==> config.mk <==
export PLATFORM = sky130hd
export DESIGN_NAME = rspc_framer
export DESIGN_NICKNAME = d
export VERILOG_FILES = /design/src/verilog/rspc_pkg.sv /design/src/verilog/rspc_framer.sv
export VERILOG_INCLUDE_DIRS = /design/src /design/src/verilog
export SDC_FILE = /design/constraint.sdc
export NUM_CORES = 1
export LEC_CHECK = 0
export CAP_MARGIN = 0
export CORE_MARGIN = 8
export CORE_UTILIZATION = 35
export DETAILED_ROUTE_END_ITERATION = 8
export DONT_BUFFER_PORTS = 1
export PLACE_DENSITY_LB_ADDON = 0.15
export SLEW_MARGIN = 20
export SYNTH_ARGS = -nofsm -noshare
export SYNTH_HDL_FRONTEND = slang
export SYNTH_SLANG_ARGS = --single-unit
==> constraint.sdc <==
create_clock -name sys_clk -period 7.7 [get_ports sys_clk]
set_input_delay 0.385 -clock sys_clk [delete_from_list [all_inputs] [get_ports sys_clk]]
set_output_delay 0.385 -clock sys_clk [all_outputs]
set_load 0.02 [all_outputs]
==> src/verilog/rspc_cfg.svh <==
// register offsets, reset values, field positions and framing constants
`ifndef RSPC_CFG_SVH
`define RSPC_CFG_SVH
`define RSPC_OFS_SYNC_MODE 16'hDF0E
`define RSPC_OFS_FEC_PRE 16'hDF0F
`define RSPC_OFS_MANT 16'hDF10
`define RSPC_OFS_SYNC_HI 16'hDF20
`define RSPC_OFS_SYNC_LO 16'hDF21
`define RSPC_OFS_CHANNEL_NUMBER 16'hDF22
`define RSPC_OFS_STATUS 16'hDF23
`define RSPC_RST_SYNC_MODE 3'h2
`define RSPC_RST_FEC 1'h0
`define RSPC_RST_PRE 3'h2
`define RSPC_RST_EXP 2'h2
`define RSPC_RST_MANT 8'hF8
`define RSPC_RST_SYNC 16'h5A5A
`define RSPC_RST_CHANNEL_NUMBER 8'h00
`define RSPC_FEC_BIT 7
`define RSPC_PRE_MSB 6
`define RSPC_PRE_LSB 4
`define RSPC_EXP_MSB 1
`define RSPC_EXP_LSB 0
`define RSPC_MODE_MSB 2
`define RSPC_MANT_ONE 9'h100
`define RSPC_PREAMBLE_BYTE 8'hAA
`define RSPC_TOL_15OF16 6'h01
`define RSPC_TOL_16OF16 6'h00
`define RSPC_TOL_30OF32 6'h02
`define RSPC_LEN16 6'h10
`define RSPC_LEN32 6'h20
`define RSPC_BITS_BYTE 5'h07
`define RSPC_BITS_WORD 5'h0F
`endif

==> src/verilog/rspc_pkg.sv <==
// types shared by the packet framer
package rspc_pkg;
  typedef enum logic [2:0] {TX_IDLE, TX_PRE, TX_SYNC, TX_LOAD, TX_DATA} rspc_tx_e;
  typedef enum logic [0:0] {RX_HUNT, RX_DATA} rspc_rx_e;
  typedef struct packed {
    logic last;
    logic [7:0] data;
  } rspc_word_s;
endpackage

==> src/verilog/rspc_framer.sv <==
// packet framer: sync qualifier, preamble, payload coding, channel offset, tx fifo
// Function
// - modes 000 and 100 send no sync word and search for none.
// - modes 1, 2, 5 and 6 send a 16-bit sync word and search for 16 bits.
// - modes 001 and 101 accept 15 of 16 matching bits, 010 and 110 need all 16.
// - modes 011 and 111 send the sync word twice and accept 30 of 32 bits.
// - mode 100 qualifies on carrier sense alone, 101 to 111 need carrier sense plus sync.
// - the sync mode field resets to 010.
// - the enable bit 7 turns on rate one half payload error coding, reset off.
// - bits 6:4 pick 2,3,4,6,8,12,16 or 24 preamble bytes, reset code 010.
// - the mantissa has an implied leading one, so the multiplier is 256 plus it, reset 0xF8.
// - the channel offset is the multiplier times two to the exponent times channel number.
//
// The plain strobed port was chosen for this implementation.
`timescale 1ns/1ps
`include "rspc_cfg.svh"

module rspc_fifo #(
  parameter int WIDTH = 9,
  parameter int DEPTH = 4
) (
  input wire logic sys_clk,
  input wire logic reset_n,
  input wire logic inValid,
  input wire logic [WIDTH-1:0] inData,
  output logic inReady,
  output logic outValid,
  output logic [WIDTH-1:0] outData,
  input wire logic outReady
);
  localparam int AW = $clog2(DEPTH);
  localparam int CW = AW + 1;
  generate
    if (DEPTH < 2 || (DEPTH & (DEPTH - 1)) != 0) begin : g_chk
      $error("fifo depth must be a power of two");
    end
  endgenerate
  logic [WIDTH-1:0] mem_r [DEPTH];
  logic [WIDTH-1:0] mem_nxt [DEPTH];
  logic [AW-1:0] wp_r, wp_nxt, rp_r, rp_nxt;
  logic [CW-1:0] cnt_r, cnt_nxt;
  logic rdy_r, rdy_nxt;
  logic push, pop;
  assign push = inValid & rdy_r;
  assign pop = outReady & outValid;
  assign inReady = rdy_r;
  assign outValid = cnt_r != '0;
  assign outData = mem_r[rp_r];
  always_comb begin
    mem_nxt = mem_r;
    wp_nxt = wp_r;
    rp_nxt = rp_r;
    if (push) begin
      mem_nxt[wp_r] = inData;
      wp_nxt = wp_r + 1'b1;
    end
    if (pop) begin
      rp_nxt = rp_r + 1'b1;
    end
    cnt_nxt = cnt_r + CW'(push) - CW'(pop);
    // ready is registered from the next count so it never overstates room
    rdy_nxt = cnt_nxt != CW'(DEPTH);
  end
  always_ff @(posedge sys_clk or negedge reset_n) begin
    if (!reset_n) begin
      for (int i = 0; i < DEPTH; i++) begin
        mem_r[i] <= '0;
      end
      wp_r <= '0;
      rp_r <= '0;
      cnt_r <= '0;
      rdy_r <= 1'b1;
    end else begin
      mem_r <= mem_nxt;
      wp_r <= wp_nxt;
      rp_r <= rp_nxt;
      cnt_r <= cnt_nxt;
      rdy_r <= rdy_nxt;
    end
  end
endmodule

module rspc_framer
  import rspc_pkg::*;
#(
  parameter int FIFO_DEPTH = 4
) (
  input wire logic sys_clk,
  input wire logic reset_n,
  input wire logic [15:0] regAddr,
  input wire logic [7:0] regWrData,
  input wire logic regWrite,
  input wire logic regRead,
  output logic [7:0] regRdData,
  input wire logic txInValid,
  input wire rspc_word_s txInData,
  output logic txInReady,
  input wire logic txBitReq,
  output logic txBit,
  output logic txBitValid,
  output logic txActive,
  input wire logic rxEnable,
  input wire logic rxBitValid,
  input wire logic rxBit,
  input wire logic carrierSense,
  output logic [7:0] rxByte,
  output logic rxByteValid,
  output logic syncFound,
  output logic rxQualified,
  output logic [19:0] chanOffset
);
  function automatic logic [4:0] preBytes(input logic [2:0] c);
    case (c)
      3'h0: return 5'h02;
      3'h1: return 5'h03;
      3'h2: return 5'h04;
      3'h3: return 5'h06;
      3'h4: return 5'h08;
      3'h5: return 5'h0C;
      3'h6: return 5'h10;
      default: return 5'h18;
    endcase
  endfunction
  function automatic logic syncOn(input logic [2:0] m);
    return m[1:0] != 2'h0;
  endfunction
  function automatic logic sync32(input logic [2:0] m);
    return m[1:0] == 2'h3;
  endfunction
  function automatic logic [5:0] popErr(input logic [31:0] v);
    logic [5:0] n;
    n = 6'h00;
    for (int i = 0; i < 32; i++) begin
      n = n + {5'h00, v[i]};
    end
    return n;
  endfunction
  function automatic logic [5:0] tol(input logic [2:0] m);
    case (m[1:0])
      2'h1: return `RSPC_TOL_15OF16;
      2'h2: return `RSPC_TOL_16OF16;
      default: return `RSPC_TOL_30OF32;
    endcase
  endfunction
  // rate one half code, data bit then parity with the previous bit, msb first
  function automatic logic [16:0] fecEnc(input logic [7:0] d, input logic p);
    logic [15:0] c;
    logic q;
    c = 16'h0000;
    q = p;
    for (int i = 7; i >= 0; i--) begin
      c = {c[13:0], d[i], d[i] ^ q};
      q = d[i];
    end
    return {q, c};
  endfunction

  logic [2:0] syncMode_r, syncMode_nxt, preCode_r, preCode_nxt;
  logic fec_r, fec_nxt;
  logic [1:0] chanExp_r, chanExp_nxt;
  logic [7:0] mant_r, mant_nxt, channel_number_r, channel_number_nxt, rdData_r, rdData_nxt;
  logic [15:0] syncWord_r, syncWord_nxt;
  logic [19:0] chanOfs_r, chanOfs_nxt, effW;

  always_comb begin
    syncMode_nxt = syncMode_r;
    preCode_nxt = preCode_r;
    fec_nxt = fec_r;
    chanExp_nxt = chanExp_r;
    mant_nxt = mant_r;
    channel_number_nxt = channel_number_r;
    syncWord_nxt = syncWord_r;
    rdData_nxt = 8'h00;
    if (regWrite) begin
      case (regAddr)
        `RSPC_OFS_SYNC_MODE: syncMode_nxt = regWrData[`RSPC_MODE_MSB:0];
        `RSPC_OFS_FEC_PRE: begin
          fec_nxt = regWrData[`RSPC_FEC_BIT];
          preCode_nxt = regWrData[`RSPC_PRE_MSB:`RSPC_PRE_LSB];
          chanExp_nxt = regWrData[`RSPC_EXP_MSB:`RSPC_EXP_LSB];
        end
        `RSPC_OFS_MANT: mant_nxt = regWrData;
        `RSPC_OFS_SYNC_HI: syncWord_nxt[15:8] = regWrData;
        `RSPC_OFS_SYNC_LO: syncWord_nxt[7:0] = regWrData;
        `RSPC_OFS_CHANNEL_NUMBER: channel_number_nxt = regWrData;
        default: ;
      endcase
    end
    if (regRead) begin
      case (regAddr)
        `RSPC_OFS_SYNC_MODE: rdData_nxt = {5'h00, syncMode_r};
        `RSPC_OFS_FEC_PRE: rdData_nxt = {fec_r, preCode_r, 2'h0, chanExp_r};
        `RSPC_OFS_MANT: rdData_nxt = mant_r;
        `RSPC_OFS_SYNC_HI: rdData_nxt = syncWord_r[15:8];
        `RSPC_OFS_SYNC_LO: rdData_nxt = syncWord_r[7:0];
        `RSPC_OFS_CHANNEL_NUMBER: rdData_nxt = channel_number_r;
        `RSPC_OFS_STATUS: rdData_nxt = {5'h00, rxQualified, txActive, txInReady};
        default: rdData_nxt = 8'h00;
      endcase
    end
    effW = {11'h000, `RSPC_MANT_ONE + {1'b0, mant_r}};
    chanOfs_nxt = (effW << chanExp_r) * {12'h000, channel_number_r};
  end

  always_ff @(posedge sys_clk or negedge reset_n) begin
    if (!reset_n) begin
      syncMode_r <= `RSPC_RST_SYNC_MODE;
      preCode_r <= `RSPC_RST_PRE;
      fec_r <= `RSPC_RST_FEC;
      chanExp_r <= `RSPC_RST_EXP;
      mant_r <= `RSPC_RST_MANT;
      channel_number_r <= `RSPC_RST_CHANNEL_NUMBER;
      syncWord_r <= `RSPC_RST_SYNC;
      rdData_r <= 8'h00;
      chanOfs_r <= 20'h0_0000;
    end else begin
      syncMode_r <= syncMode_nxt;
      preCode_r <= preCode_nxt;
      fec_r <= fec_nxt;
      chanExp_r <= chanExp_nxt;
      mant_r <= mant_nxt;
      channel_number_r <= channel_number_nxt;
      syncWord_r <= syncWord_nxt;
      rdData_r <= rdData_nxt;
      chanOfs_r <= chanOfs_nxt;
    end
  end
  assign regRdData = rdData_r;
  assign chanOffset = chanOfs_r;

  AST_CHANNEL_NUMBER: assert property (@(posedge sys_clk) disable iff (!reset_n)
    ##1 chanOffset == 20'(({11'h000, $past(mant_r)} + 20'h0_0100) << $past(chanExp_r))
    * {12'h000, $past(channel_number_r)}) else $error("channel offset wrong");

  rspc_word_s fifoOut;
  logic fifoOutValid, fifoPop;
  rspc_fifo #(.WIDTH($bits(rspc_word_s)), .DEPTH(FIFO_DEPTH)) u_fifo (
    .sys_clk(sys_clk),
    .reset_n(reset_n),
    .inValid(txInValid),
    .inData(txInData),
    .inReady(txInReady),
    .outValid(fifoOutValid),
    .outData(fifoOut),
    .outReady(fifoPop)
  );

  rspc_tx_e txState_r, txState_nxt;
  logic [15:0] txShift_r, txShift_nxt;
  logic [4:0] txBits_r, txBits_nxt, txBytes_r, txBytes_nxt;
  logic [2:0] txMode_r, txMode_nxt, txPre_r, txPre_nxt;
  logic txTwice_r, txTwice_nxt, txLast_r, txLast_nxt, txFec_r, txFec_nxt;
  logic fecPrev_r, fecPrev_nxt, txBit_r, txBit_nxt, txBv_r, txBv_nxt, txAct_r, txAct_nxt;
  logic [16:0] enc;

  always_comb begin
    txState_nxt = txState_r;
    txShift_nxt = txShift_r;
    txBits_nxt = txBits_r;
    txBytes_nxt = txBytes_r;
    txMode_nxt = txMode_r;
    txPre_nxt = txPre_r;
    txTwice_nxt = txTwice_r;
    txLast_nxt = txLast_r;
    txFec_nxt = txFec_r;
    fecPrev_nxt = fecPrev_r;
    txBit_nxt = txBit_r;
    txBv_nxt = 1'b0;
    txAct_nxt = txAct_r;
    fifoPop = 1'b0;
    enc = fecEnc(fifoOut.data, fecPrev_r);
    case (txState_r)
      TX_IDLE: if (fifoOutValid) begin
        // mode and coding are latched so a mid-packet write to them cannot tear a frame; the sync word is read live
        txState_nxt = TX_PRE;
        txShift_nxt = {`RSPC_PREAMBLE_BYTE, 8'h00};
        txBits_nxt = `RSPC_BITS_BYTE;
        txBytes_nxt = preBytes(preCode_r) - 5'h01;
        txMode_nxt = syncMode_r;
        txPre_nxt = preCode_r;
        txFec_nxt = fec_r;
        fecPrev_nxt = 1'b0;
        txAct_nxt = 1'b1;
      end
      TX_PRE, TX_SYNC, TX_DATA: if (txBitReq) begin
        txBit_nxt = txShift_r[15];
        txBv_nxt = 1'b1;
        txShift_nxt = {txShift_r[14:0], 1'b0};
        txBits_nxt = txBits_r - 5'h01;
        if (txBits_r == 5'h00) begin
          if (txState_r == TX_PRE && txBytes_r != 5'h00) begin
            txShift_nxt = {`RSPC_PREAMBLE_BYTE, 8'h00};
            txBits_nxt = `RSPC_BITS_BYTE;
            txBytes_nxt = txBytes_r - 5'h01;
          end else if (txState_r == TX_PRE && syncOn(txMode_r)) begin
            txState_nxt = TX_SYNC;
            txShift_nxt = syncWord_r;
            txBits_nxt = `RSPC_BITS_WORD;
            txTwice_nxt = sync32(txMode_r);
          end else if (txState_r == TX_SYNC && txTwice_r) begin
            txShift_nxt = syncWord_r;
            txBits_nxt = `RSPC_BITS_WORD;
            txTwice_nxt = 1'b0;
          end else if (txState_r == TX_DATA && txLast_r) begin
            txState_nxt = TX_IDLE;
            txAct_nxt = 1'b0;
          end else begin
            txState_nxt = TX_LOAD;
          end
        end
      end
      TX_LOAD: if (fifoOutValid) begin
        fifoPop = 1'b1;
        txState_nxt = TX_DATA;
        txLast_nxt = fifoOut.last;
        if (txFec_r) begin
          txShift_nxt = enc[15:0];
          txBits_nxt = `RSPC_BITS_WORD;
          fecPrev_nxt = enc[16];
        end else begin
          txShift_nxt = {fifoOut.data, 8'h00};
          txBits_nxt = `RSPC_BITS_BYTE;
        end
      end
      default: txState_nxt = TX_IDLE;
    endcase
  end

  always_ff @(posedge sys_clk or negedge reset_n) begin
    if (!reset_n) begin
      txState_r <= TX_IDLE;
      txShift_r <= 16'h0000;
      txBits_r <= 5'h00;
      txBytes_r <= 5'h00;
      txMode_r <= `RSPC_RST_SYNC_MODE;
      txPre_r <= `RSPC_RST_PRE;
      txTwice_r <= 1'b0;
      txLast_r <= 1'b0;
      txFec_r <= 1'b0;
      fecPrev_r <= 1'b0;
      txBit_r <= 1'b0;
      txBv_r <= 1'b0;
      txAct_r <= 1'b0;
    end else begin
      txState_r <= txState_nxt;
      txShift_r <= txShift_nxt;
      txBits_r <= txBits_nxt;
      txBytes_r <= txBytes_nxt;
      txMode_r <= txMode_nxt;
      txPre_r <= txPre_nxt;
      txTwice_r <= txTwice_nxt;
      txLast_r <= txLast_nxt;
      txFec_r <= txFec_nxt;
      fecPrev_r <= fecPrev_nxt;
      txBit_r <= txBit_nxt;
      txBv_r <= txBv_nxt;
      txAct_r <= txAct_nxt;
    end
  end
  assign txBit = txBit_r;
  assign txBitValid = txBv_r;
  assign txActive = txAct_r;

  // helper: preamble bits sent in the current frame
  logic [7:0] preCnt_r, preCnt_nxt;
  assign preCnt_nxt = (txState_r == TX_IDLE) ? 8'h00 :
    (txState_r == TX_PRE && txBitReq) ? preCnt_r + 8'h01 : preCnt_r;
  always_ff @(posedge sys_clk or negedge reset_n) begin
    if (!reset_n) begin
      preCnt_r <= 8'h00;
    end else begin
      preCnt_r <= preCnt_nxt;
    end
  end

  AST_PRE_LEN: assert property (@(posedge sys_clk) disable iff (!reset_n)
    (txState_r == TX_PRE && txBitReq && txBits_r == 5'h00 && txBytes_r == 5'h00)
    |-> (preCnt_r + 8'h01) == {preBytes(txPre_r), 3'h0}) else $error("preamble length wrong");
  AST_NO_SYNC: assert property (@(posedge sys_clk) disable iff (!reset_n)
    (txState_r == TX_PRE && !syncOn(txMode_r)) |=> txState_r != TX_SYNC)
    else $error("sync sent in a no-sync mode");
  AST_SYNC_LEN: assert property (@(posedge sys_clk) disable iff (!reset_n)
    (txState_r == TX_PRE ##1 txState_r == TX_SYNC) |-> txBits_r == `RSPC_BITS_WORD
    && txShift_r == $past(syncWord_r)) else $error("sync word not loaded whole");
  AST_SYNC_TWICE: assert property (@(posedge sys_clk) disable iff (!reset_n)
    (txState_r == TX_PRE ##1 txState_r == TX_SYNC) |-> txTwice_r == sync32(txMode_r))
    else $error("sync repeat wrong");
  AST_FEC_LEN: assert property (@(posedge sys_clk) disable iff (!reset_n)
    (txState_r == TX_LOAD ##1 txState_r == TX_DATA)
    |-> txBits_r == (txFec_r ? `RSPC_BITS_WORD : `RSPC_BITS_BYTE)) else $error("payload length wrong");

  rspc_rx_e rxState_r, rxState_nxt;
  logic [31:0] rxShift_r, rxShift_nxt;
  logic [5:0] rxSeen_r, rxSeen_nxt, rxErr16, rxErr32;
  logic [7:0] rxData_r, rxData_nxt, rxByte_r, rxByte_nxt;
  logic [2:0] rxCnt_r, rxCnt_nxt;
  logic rxPh_r, rxPh_nxt, rxBv_r, rxBv_nxt, sf_r, sf_nxt, rq_r, rq_nxt, csOk, hit;

  always_comb begin
    rxState_nxt = rxState_r;
    rxSeen_nxt = rxSeen_r;
    rxData_nxt = rxData_r;
    rxByte_nxt = rxByte_r;
    rxCnt_nxt = rxCnt_r;
    rxPh_nxt = rxPh_r;
    rxBv_nxt = 1'b0;
    sf_nxt = 1'b0;
    rq_nxt = rq_r;
    hit = 1'b0;
    rxShift_nxt = rxBitValid ? {rxShift_r[30:0], rxBit} : rxShift_r;
    rxErr16 = popErr({16'h0000, rxShift_nxt[15:0] ^ syncWord_r});
    rxErr32 = popErr(rxShift_nxt ^ {syncWord_r, syncWord_r});
    csOk = !syncMode_r[`RSPC_MODE_MSB] | carrierSense;
    case (rxState_r)
      RX_HUNT: begin
        if (rxBitValid && rxSeen_r != `RSPC_LEN32) begin
          rxSeen_nxt = rxSeen_r + 6'h01;
        end
        if (!syncOn(syncMode_r)) begin
          hit = csOk;
        end else if (rxBitValid && sync32(syncMode_r)) begin
          hit = csOk && rxSeen_nxt == `RSPC_LEN32 && rxErr32 <= `RSPC_TOL_30OF32;
        end else if (rxBitValid) begin
          hit = csOk && rxSeen_nxt >= `RSPC_LEN16 && rxErr16 <= tol(syncMode_r);
        end
        if (rxEnable && hit) begin
          rxState_nxt = RX_DATA;
          sf_nxt = 1'b1;
          rq_nxt = 1'b1;
          rxCnt_nxt = 3'h0;
          rxPh_nxt = 1'b0;
        end
      end
      RX_DATA: if (rxBitValid) begin
        // coded payload keeps the data bits, parity bits are only skipped
        rxPh_nxt = fec_r ? ~rxPh_r : 1'b0;
        if (!rxPh_r) begin
          rxData_nxt = {rxData_r[6:0], rxBit};
          rxCnt_nxt = rxCnt_r + 3'h1;
          if (rxCnt_r == 3'h7) begin
            rxByte_nxt = {rxData_r[6:0], rxBit};
            rxBv_nxt = 1'b1;
          end
        end
      end
      default: rxState_nxt = RX_HUNT;
    endcase
    if (!rxEnable) begin
      rxState_nxt = RX_HUNT;
      rq_nxt = 1'b0;
      rxSeen_nxt = 6'h00;
      sf_nxt = 1'b0;
    end
  end

  always_ff @(posedge sys_clk or negedge reset_n) begin
    if (!reset_n) begin
      rxState_r <= RX_HUNT;
      rxShift_r <= 32'h0000_0000;
      rxSeen_r <= 6'h00;
      rxData_r <= 8'h00;
      rxByte_r <= 8'h00;
      rxCnt_r <= 3'h0;
      rxPh_r <= 1'b0;
      rxBv_r <= 1'b0;
      sf_r <= 1'b0;
      rq_r <= 1'b0;
    end else begin
      rxState_r <= rxState_nxt;
      rxShift_r <= rxShift_nxt;
      rxSeen_r <= rxSeen_nxt;
      rxData_r <= rxData_nxt;
      rxByte_r <= rxByte_nxt;
      rxCnt_r <= rxCnt_nxt;
      rxPh_r <= rxPh_nxt;
      rxBv_r <= rxBv_nxt;
      sf_r <= sf_nxt;
      rq_r <= rq_nxt;
    end
  end
  assign rxByte = rxByte_r;
  assign rxByteValid = rxBv_r;
  assign syncFound = sf_r;
  assign rxQualified = rq_r;

  AST_EXACT16: assert property (@(posedge sys_clk) disable iff (!reset_n)
    (syncFound && $past(syncMode_r[1:0]) == 2'h2) |-> rxShift_r[15:0] == $past(syncWord_r))
    else $error("inexact 16 bit sync accepted");
  AST_TOL16: assert property (@(posedge sys_clk) disable iff (!reset_n)
    (syncFound && $past(syncMode_r[1:0]) == 2'h1)
    |-> popErr({16'h0000, rxShift_r[15:0] ^ $past(syncWord_r)}) <= `RSPC_TOL_15OF16)
    else $error("15 of 16 tolerance exceeded");
  AST_TOL32: assert property (@(posedge sys_clk) disable iff (!reset_n)
    (syncFound && $past(syncMode_r[1:0]) == 2'h3)
    |-> popErr(rxShift_r ^ {2{$past(syncWord_r)}}) <= `RSPC_TOL_30OF32)
    else $error("30 of 32 tolerance exceeded");
  AST_CS_GATE: assert property (@(posedge sys_clk) disable iff (!reset_n)
    (syncFound && $past(syncMode_r[2])) |-> $past(carrierSense))
    else $error("qualified without carrier sense");
endmodule

**After elaboration in Yosys (flattened, before gate mapping)**

Cells that the tools add are included.

- Flip-flop bits (word level): 212
- Input port bits: 43
- Output and inout port bits: 43
- Logic and storage cells: 303

- Add/sub/neg operators: 56
- Multiply operators: 1
- Order comparisons: 6
- Equality and inequality tests: 41
- Shift operators: 1
- Mux-type cells: 95
- Bitwise gates (word level): 18
- Reduce and logical (&&, ||, !) cells: 45

Operators with widths:

| kind | number |
|---|---|
| $add 6x1->6 | 36 |
| $eq 16x16->1 const B | 7 |
| $mux 16 | 7 |
| $mux 5 | 13 |
| $pmux 8 s7 | 1 |
| $mux 6 | 8 |
| $pmux 16 s3 | 1 |
| $bwmux 36 | 1 |
| $mux 1 | 35 |
| $pmux 5 s7 | 1 |
| $mux 32 | 1 |
| $xor 32x32->32 | 1 |
| $mux 3 | 10 |
| $mux 9 | 3 |
| $ne 2x2->1 const B | 12 |
| $reduce_and 2->1 | 11 |
| $mul 20x8->20 | 1 |
| $shl 9x2->20 | 1 |
| $bmux 9 s2 | 1 |
| $demux 9 s2 | 1 |
| $xor 16x16->16 | 1 |
| $eq 3x3->1 const B | 5 |
| $mux 15 | 1 |
| $pmux 5 s3 | 1 |
| 51 further kinds | 103 |

**Longest topological paths before layout**

- Depth after elaboration: 42
- Depth in mapped cells: 23
- Gate-level depth less buffers: 21

**Modules after synthesis**

Synthesis repeated with hierarchy kept, for this count alone.

- Cell total of the unflattened synthesis: 1,241
- Area total of the unflattened synthesis: 14,039.7 um^2

By module, submodules not included:

| module | instances | cells each | area an instance (um^2) | seq. area each (um^2) |
|---|---|---|---|---|
| rspc_framer | 1 | 1,122 | 12,014.0 | 4,225.3 |
| rspc_fifo | 1 | 119 | 2,025.7 | 1,102.3 |

**Worst setup path before layout**

Ideal clock, no wire load.

- Kind: in2reg
- From: input rxBitValid
- To: register rxCnt_r[0]
- Setup time: 128 ps
- Data arrival time: 6,629 ps
- Required time: 7,572 ps
- Path slack: 943 ps
- Stages: 23
- Path buffers: 2
- Cells stage by stage: clkbuf_1 -> clkbuf_1 -> mux2_2 -> xnor2_1 -> fa_1 -> inv_1 -> fa_1 -> inv_1 -> fa_1 -> fa_1 -> fa_1 -> inv_1 -> fa_1 -> ha_1 -> inv_1 -> fa_1 -> a211oi_1 -> mux2_2 -> o2111ai_1 -> or3_1 -> a221oi_2 -> and2b_1 -> o21ai_0

- Word-level cells in the longest chain between the ends: 41
- Elaborated cells on any way between the ends: 69
- Classes of those cells: 46 x add/sub; 3 x order compare; 3 x eq/ne; 7 x mux; 2 x bitwise; 8 x reduce/logical

Ends and longest elaborated chain:

| element | line | text |
|---|---|---|
| start: declaration | rspc_framer.sv:103 | `input wire logic rxBitValid,` |
| $mux 32 (*) | rspc_framer.sv:410 | `rxShift_nxt = rxBitValid ? {rxShift_r[30:0], rxBit} : rxShift_r;` |
| net rxShift_nxt[0] | rspc_framer.sv:393 | `logic [31:0] rxShift_r, rxShift_nxt;` |
| $xor 32x32->32 | rspc_framer.sv:412 | `rxErr32 = popErr(rxShift_nxt ^ {syncWord_r, syncWord_r});` |
| $add 1x1->2 | rspc_framer.sv:134 | `n = n + {5'h00, v[i]};` |
| $add 2x1->3 | rspc_framer.sv:134 |  |
| $add 3x1->4 | rspc_framer.sv:134 |  |
| $add 4x1->5 | rspc_framer.sv:134 |  |
| $add 5x1->6 | rspc_framer.sv:134 |  |
| $add 6x1->6 (26 in a row) | rspc_framer.sv:134 |  |
| $le 6x2->1 (no source line) | - |  |
| $logic_and 1x1->1 (no source line) | - |  |
| $mux 1 (*) | rspc_framer.sv:421 | `end else if (rxBitValid && sync32(syncMode_r)) begin` |
| $mux 1 (*) | rspc_framer.sv:419 | `if (!syncOn(syncMode_r)) begin` |
| $mux 1 (*) | rspc_framer.sv:414 | `case (rxState_r)` |
| $logic_and 1x1->1 (*) | rspc_framer.sv:426 | `if (rxEnable && hit) begin` |
| $ne 2x2->1 (no source line) (*) | - |  |
| $reduce_and 3->1 (no source line) (*) | - |  |
| end signal: assignment | rspc_framer.sv:474 | `rxCnt_r <= rxCnt_nxt;` |
| end: declaration | rspc_framer.sv:396 | `logic [2:0] rxCnt_r, rxCnt_nxt;` |

The timed path passes the listed nets; every way through them passes the cells marked *. The select of a mux whose other input is x is not followed.
A chain may end at the register's enable or synchronous reset.

**Worst setup path after layout**

- From: input rxBitValid
- To: register rxCnt_r[0]

- Elaborated cells on any way between the ends: 69
- Classes of those cells: 46 x add/sub; 3 x order compare; 3 x eq/ne; 7 x mux; 2 x bitwise; 8 x reduce/logical

RTL lines:

| element | line |
|---|---|
| $mux 32 (*) | rspc_framer.sv:410 |
| net rxShift_nxt[11] | rspc_framer.sv:393 |
| $xor 32x32->32 | rspc_framer.sv:412 |
| $add 6x1->6 (21 in a row) | rspc_framer.sv:134 |
| $le 6x2->1 (no source line) | - |
| $logic_and 1x1->1 (no source line) | - |
| $mux 1 (*) | rspc_framer.sv:421 |
| $mux 1 (*) | rspc_framer.sv:419 |
| $mux 1 (*) | rspc_framer.sv:414 |
| $logic_and 1x1->1 (*) | rspc_framer.sv:426 |
| $ne 2x2->1 (no source line) (*) | - |
| $reduce_and 3->1 (no source line) (*) | - |

Marked as above.

==> run metrics <==
status=complete, no violations; cell at the slowest stage of the critical path=dlygate4sd3_1; GRT Residual Overflow=0; residual DRC count=0; static leakage=between 7 and 8 nW; Starting Density=35.3%; Comb pwr share=60.6%; antenna-violating nets left=0; Worst Max-Slew Pin Slew=roughly 0.86 ns; global-route wire length before repair=55500 µm; Synth Flop Type=dfrtp_1; die span in y=216 µm; io pins=86; worst hold-check path type=input port to flop; Vias/cell=5.00; max_slew headroom=42.6%; DP Worst Slack=~1.2 ns; setup violators final=0; H-tree Lvls=1; Core Region=0.0396 mm²; drt pass-1 iters=5; Post-synth EDFFs=0; TritonCTS Buffers=27; sequential cell area fraction in the yosys report=38.1%; Setup CP Type=input port to flop; Sequential Power Share=between 20 and 25%; share of cells above drive strength 1=about 17%; number of global-route vias before repair=roughly 9500; post-DP HPWL=24900 µm; Slew Limit Fails=0; Worst Slack Setup Final=0.943 ns; Synth Register Bits=212; RSZ-0062 raised after global routing=no; crit-path max cell delay=0.97 ns; total global-route track usage=14.8%; crit-path max FO=29; crit share post-route=87.8%; clk sinks=roughly 210; synthesized area per cell=11.2 µm²; crit-path cells=dlygate4sd3_1 > mux2_2 > xnor2_1 > fa_1 > fa_1 > fa_1 > fa_1 > fa_1 > inv_1 > fa_1 > ha_1 > inv_1 > fa_1 > a211oi_1 > mux2_2 > o2111ai_1 > or3_1 > a221oi_2 > and2b_1 > o21ai_0; Post-DP Area=0.0145 mm²; CTS tree=yes; synth warn=0; sw frac=41.6%; Routed wire per std cell=18.9 µm; post-layout minimum cycle time=~6.8 ns; CP arrival=roughly 7.2 ns; hold buffer count at cts=24; most used cell, CP=fa_1; Worst setup SP type=input port; # port buffers=0; CP delay by family, top=adder cells; Setup Skew=0.0165 ns; Placed Cells=1737; post_cts resized=0; die footprint=0.0466 mm²; syn_nets=1456; row cnt=73; Final Cell Area=~0.016 mm²; clock share of power=17.2%; Psw=around 3.2 mW; Initial DRC Count=373; Synth cell types=just under 70; CP required=8.14 ns; clk_lat worst skew=0.57 ns; PwrDens=483 mW/mm²; Diodes inserted=0; Crit path buffers/inverters=3; Max IR drop VDD=around 0.67 mV; largest net degree at the start of global routing=213; Post-Syn Instances=around 1300; post-CTS setup buffer count=0; die width=216 µm; Final Non-Filler Cells=1812; Routed WL=34200 µm; Synth async-reset ratio=100%; clock buffer depth=3; Max-cap violations=0; Area growth syn-to-layout=12.3%; clock-pin slew on the worst setup and hold paths=0.06 ns; commonest cells after routing, fill and taps aside=dfrtp_1 (194), inv_1 (140), mux2_2 (126); fmax=148 MHz; internal reg-to-reg setup slack=around 1.4 ns; Setup TNS=0 ns; Final GP Congestion=0.785; Netlist Area Pre-Place=0.0140 mm²; Layout Nets=about 1500; CP endpoint kind=flop; Final Hold Fails=0; Internal=4.44 mW; leading cell type in the layout, fill and taps excluded=dfrtp_1; initial antenna violation count=4; root buf cell=clkbuf_16; worst hold slack=0.0303 ns; via count=9056
==> routing by layer <==
layer / share of wire, % / wire, µm / track usage, %
met4: 1.9 / 640 / 3.22
met5: 0.026 / 9 / 0
met1: 45 / 15300 / 19.5
met2: 49 / 16800 / 25.1
met3: 4.1 / 1400 / 2.66
==> stage by stage <==
step	utilization, %	total power, mW
2_1_floorplan	-	5.32
3_3_place_gp	36.6	6.20
3_5_place_dp	36.6	6.34
4_1_cts	39.6	7.77
5_1_grt	39.7	8.50
6_report	39.7	7.60
==> final cells by class <==
cell class              count  area (µm²)
repair buffers             30         323
flip-flops and latches    212        5330
fillers                  3904       23900
inverters                 140         526
clock inverters             8         158
clock buffers              42         752
multi-input cells         855        7980
well taps                 525         657
==> synth_stat cells (all sizes together) (5+ instances only) <==
library cell  count  area (µm²)
nor4              5        46.3
and3              9        56.3
a21o              9        67.6
nand3            13        65.1
o211ai            5        37.5
ha               68         851
fa               92        1840
dfrtp           194        4850
nand2            97         364
o31ai             5        37.5
clkbuf           36         135
nor3b             5        37.5
mux2            126        1420
nor2             56         210
o21ai            30         150
xor2             18         158
buf              10        47.5
dfstp            18         473
inv             140         526
xnor2            53         464
a21oi            47         235
a222oi            6        60.1
mux2i            37         370
nor3             13        65.1
nand4             5        37.5
mux4             14         315
nor2b             7        43.8
and2             52         325
a211oi            5        37.5
o21a              9        67.6
a31oi             7        43.8
==> power by group through the flow <==
stage | registers [mW] | clock network (mW) | logic, mW
after global placement | 1.70 | 0 | 4.49
after floorplan | 1.59 | 0 | 3.73
final | 1.69 | 1.31 | 4.60
after CTS | 1.69 | 1.36 | 4.72
after detailed placement | 1.71 | 0 | 4.63
after global routing | 1.73 | 1.39 | 5.37
==> sequential cells by signal, summed over array words and instances (netlist names), 3 cells and up <==
register and cells:
rxData_r 7, txState_r 3, regRdData 8, rxByte 8, txBytes_r 5, rxSeen_r 6, rxShift_r 32, txShift_r 16
channel_number_r 8, mant_r 8, syncMode_r 3, txBits_r 5, u_fifo.cnt_r 3, rxCnt_r 3, preCode_r 3, chanOffset 20
syncWord_r 16, u_fifo.mem_r 36
==> worst paths after layout <==
| path | startpoint | to | depth (start not counted) |
|---|---|---|---|
| max reg2reg | rxShift_r[0] | rxCnt_r[0] | 21 |
| min | txBitReq | txBitValid | 2 |
| max | rxBitValid | rxCnt_r[0] | 20 |
| max in group asynchronous | reset_n | u_fifo.wp_r[0] | 3 |
| min reg2reg | txShift_r[1] | txShift_r[1] | 2 |
| min in group asynchronous | reset_n | rxByte[7] | 2 |
==> kinds of logic (layout without fill, tap and decap cells) <==
family / count (synthesis) / in the layout / synth area share, %
and+or+nand+nor: 287 / 287 / 10.5
xor gates and xnor gates: 71 / 71 / 4.44
buffers and inverters: 186 / 220 / 5.06
AOI/OAI and AO/OA: 160 / 160 / 7.67
DFF: 212 / 212 / 38.1
adders and majority gates: 160 / 160 / 19.2
muxes: 177 / 177 / 15.0
Power figures use the tool's default switching activity.
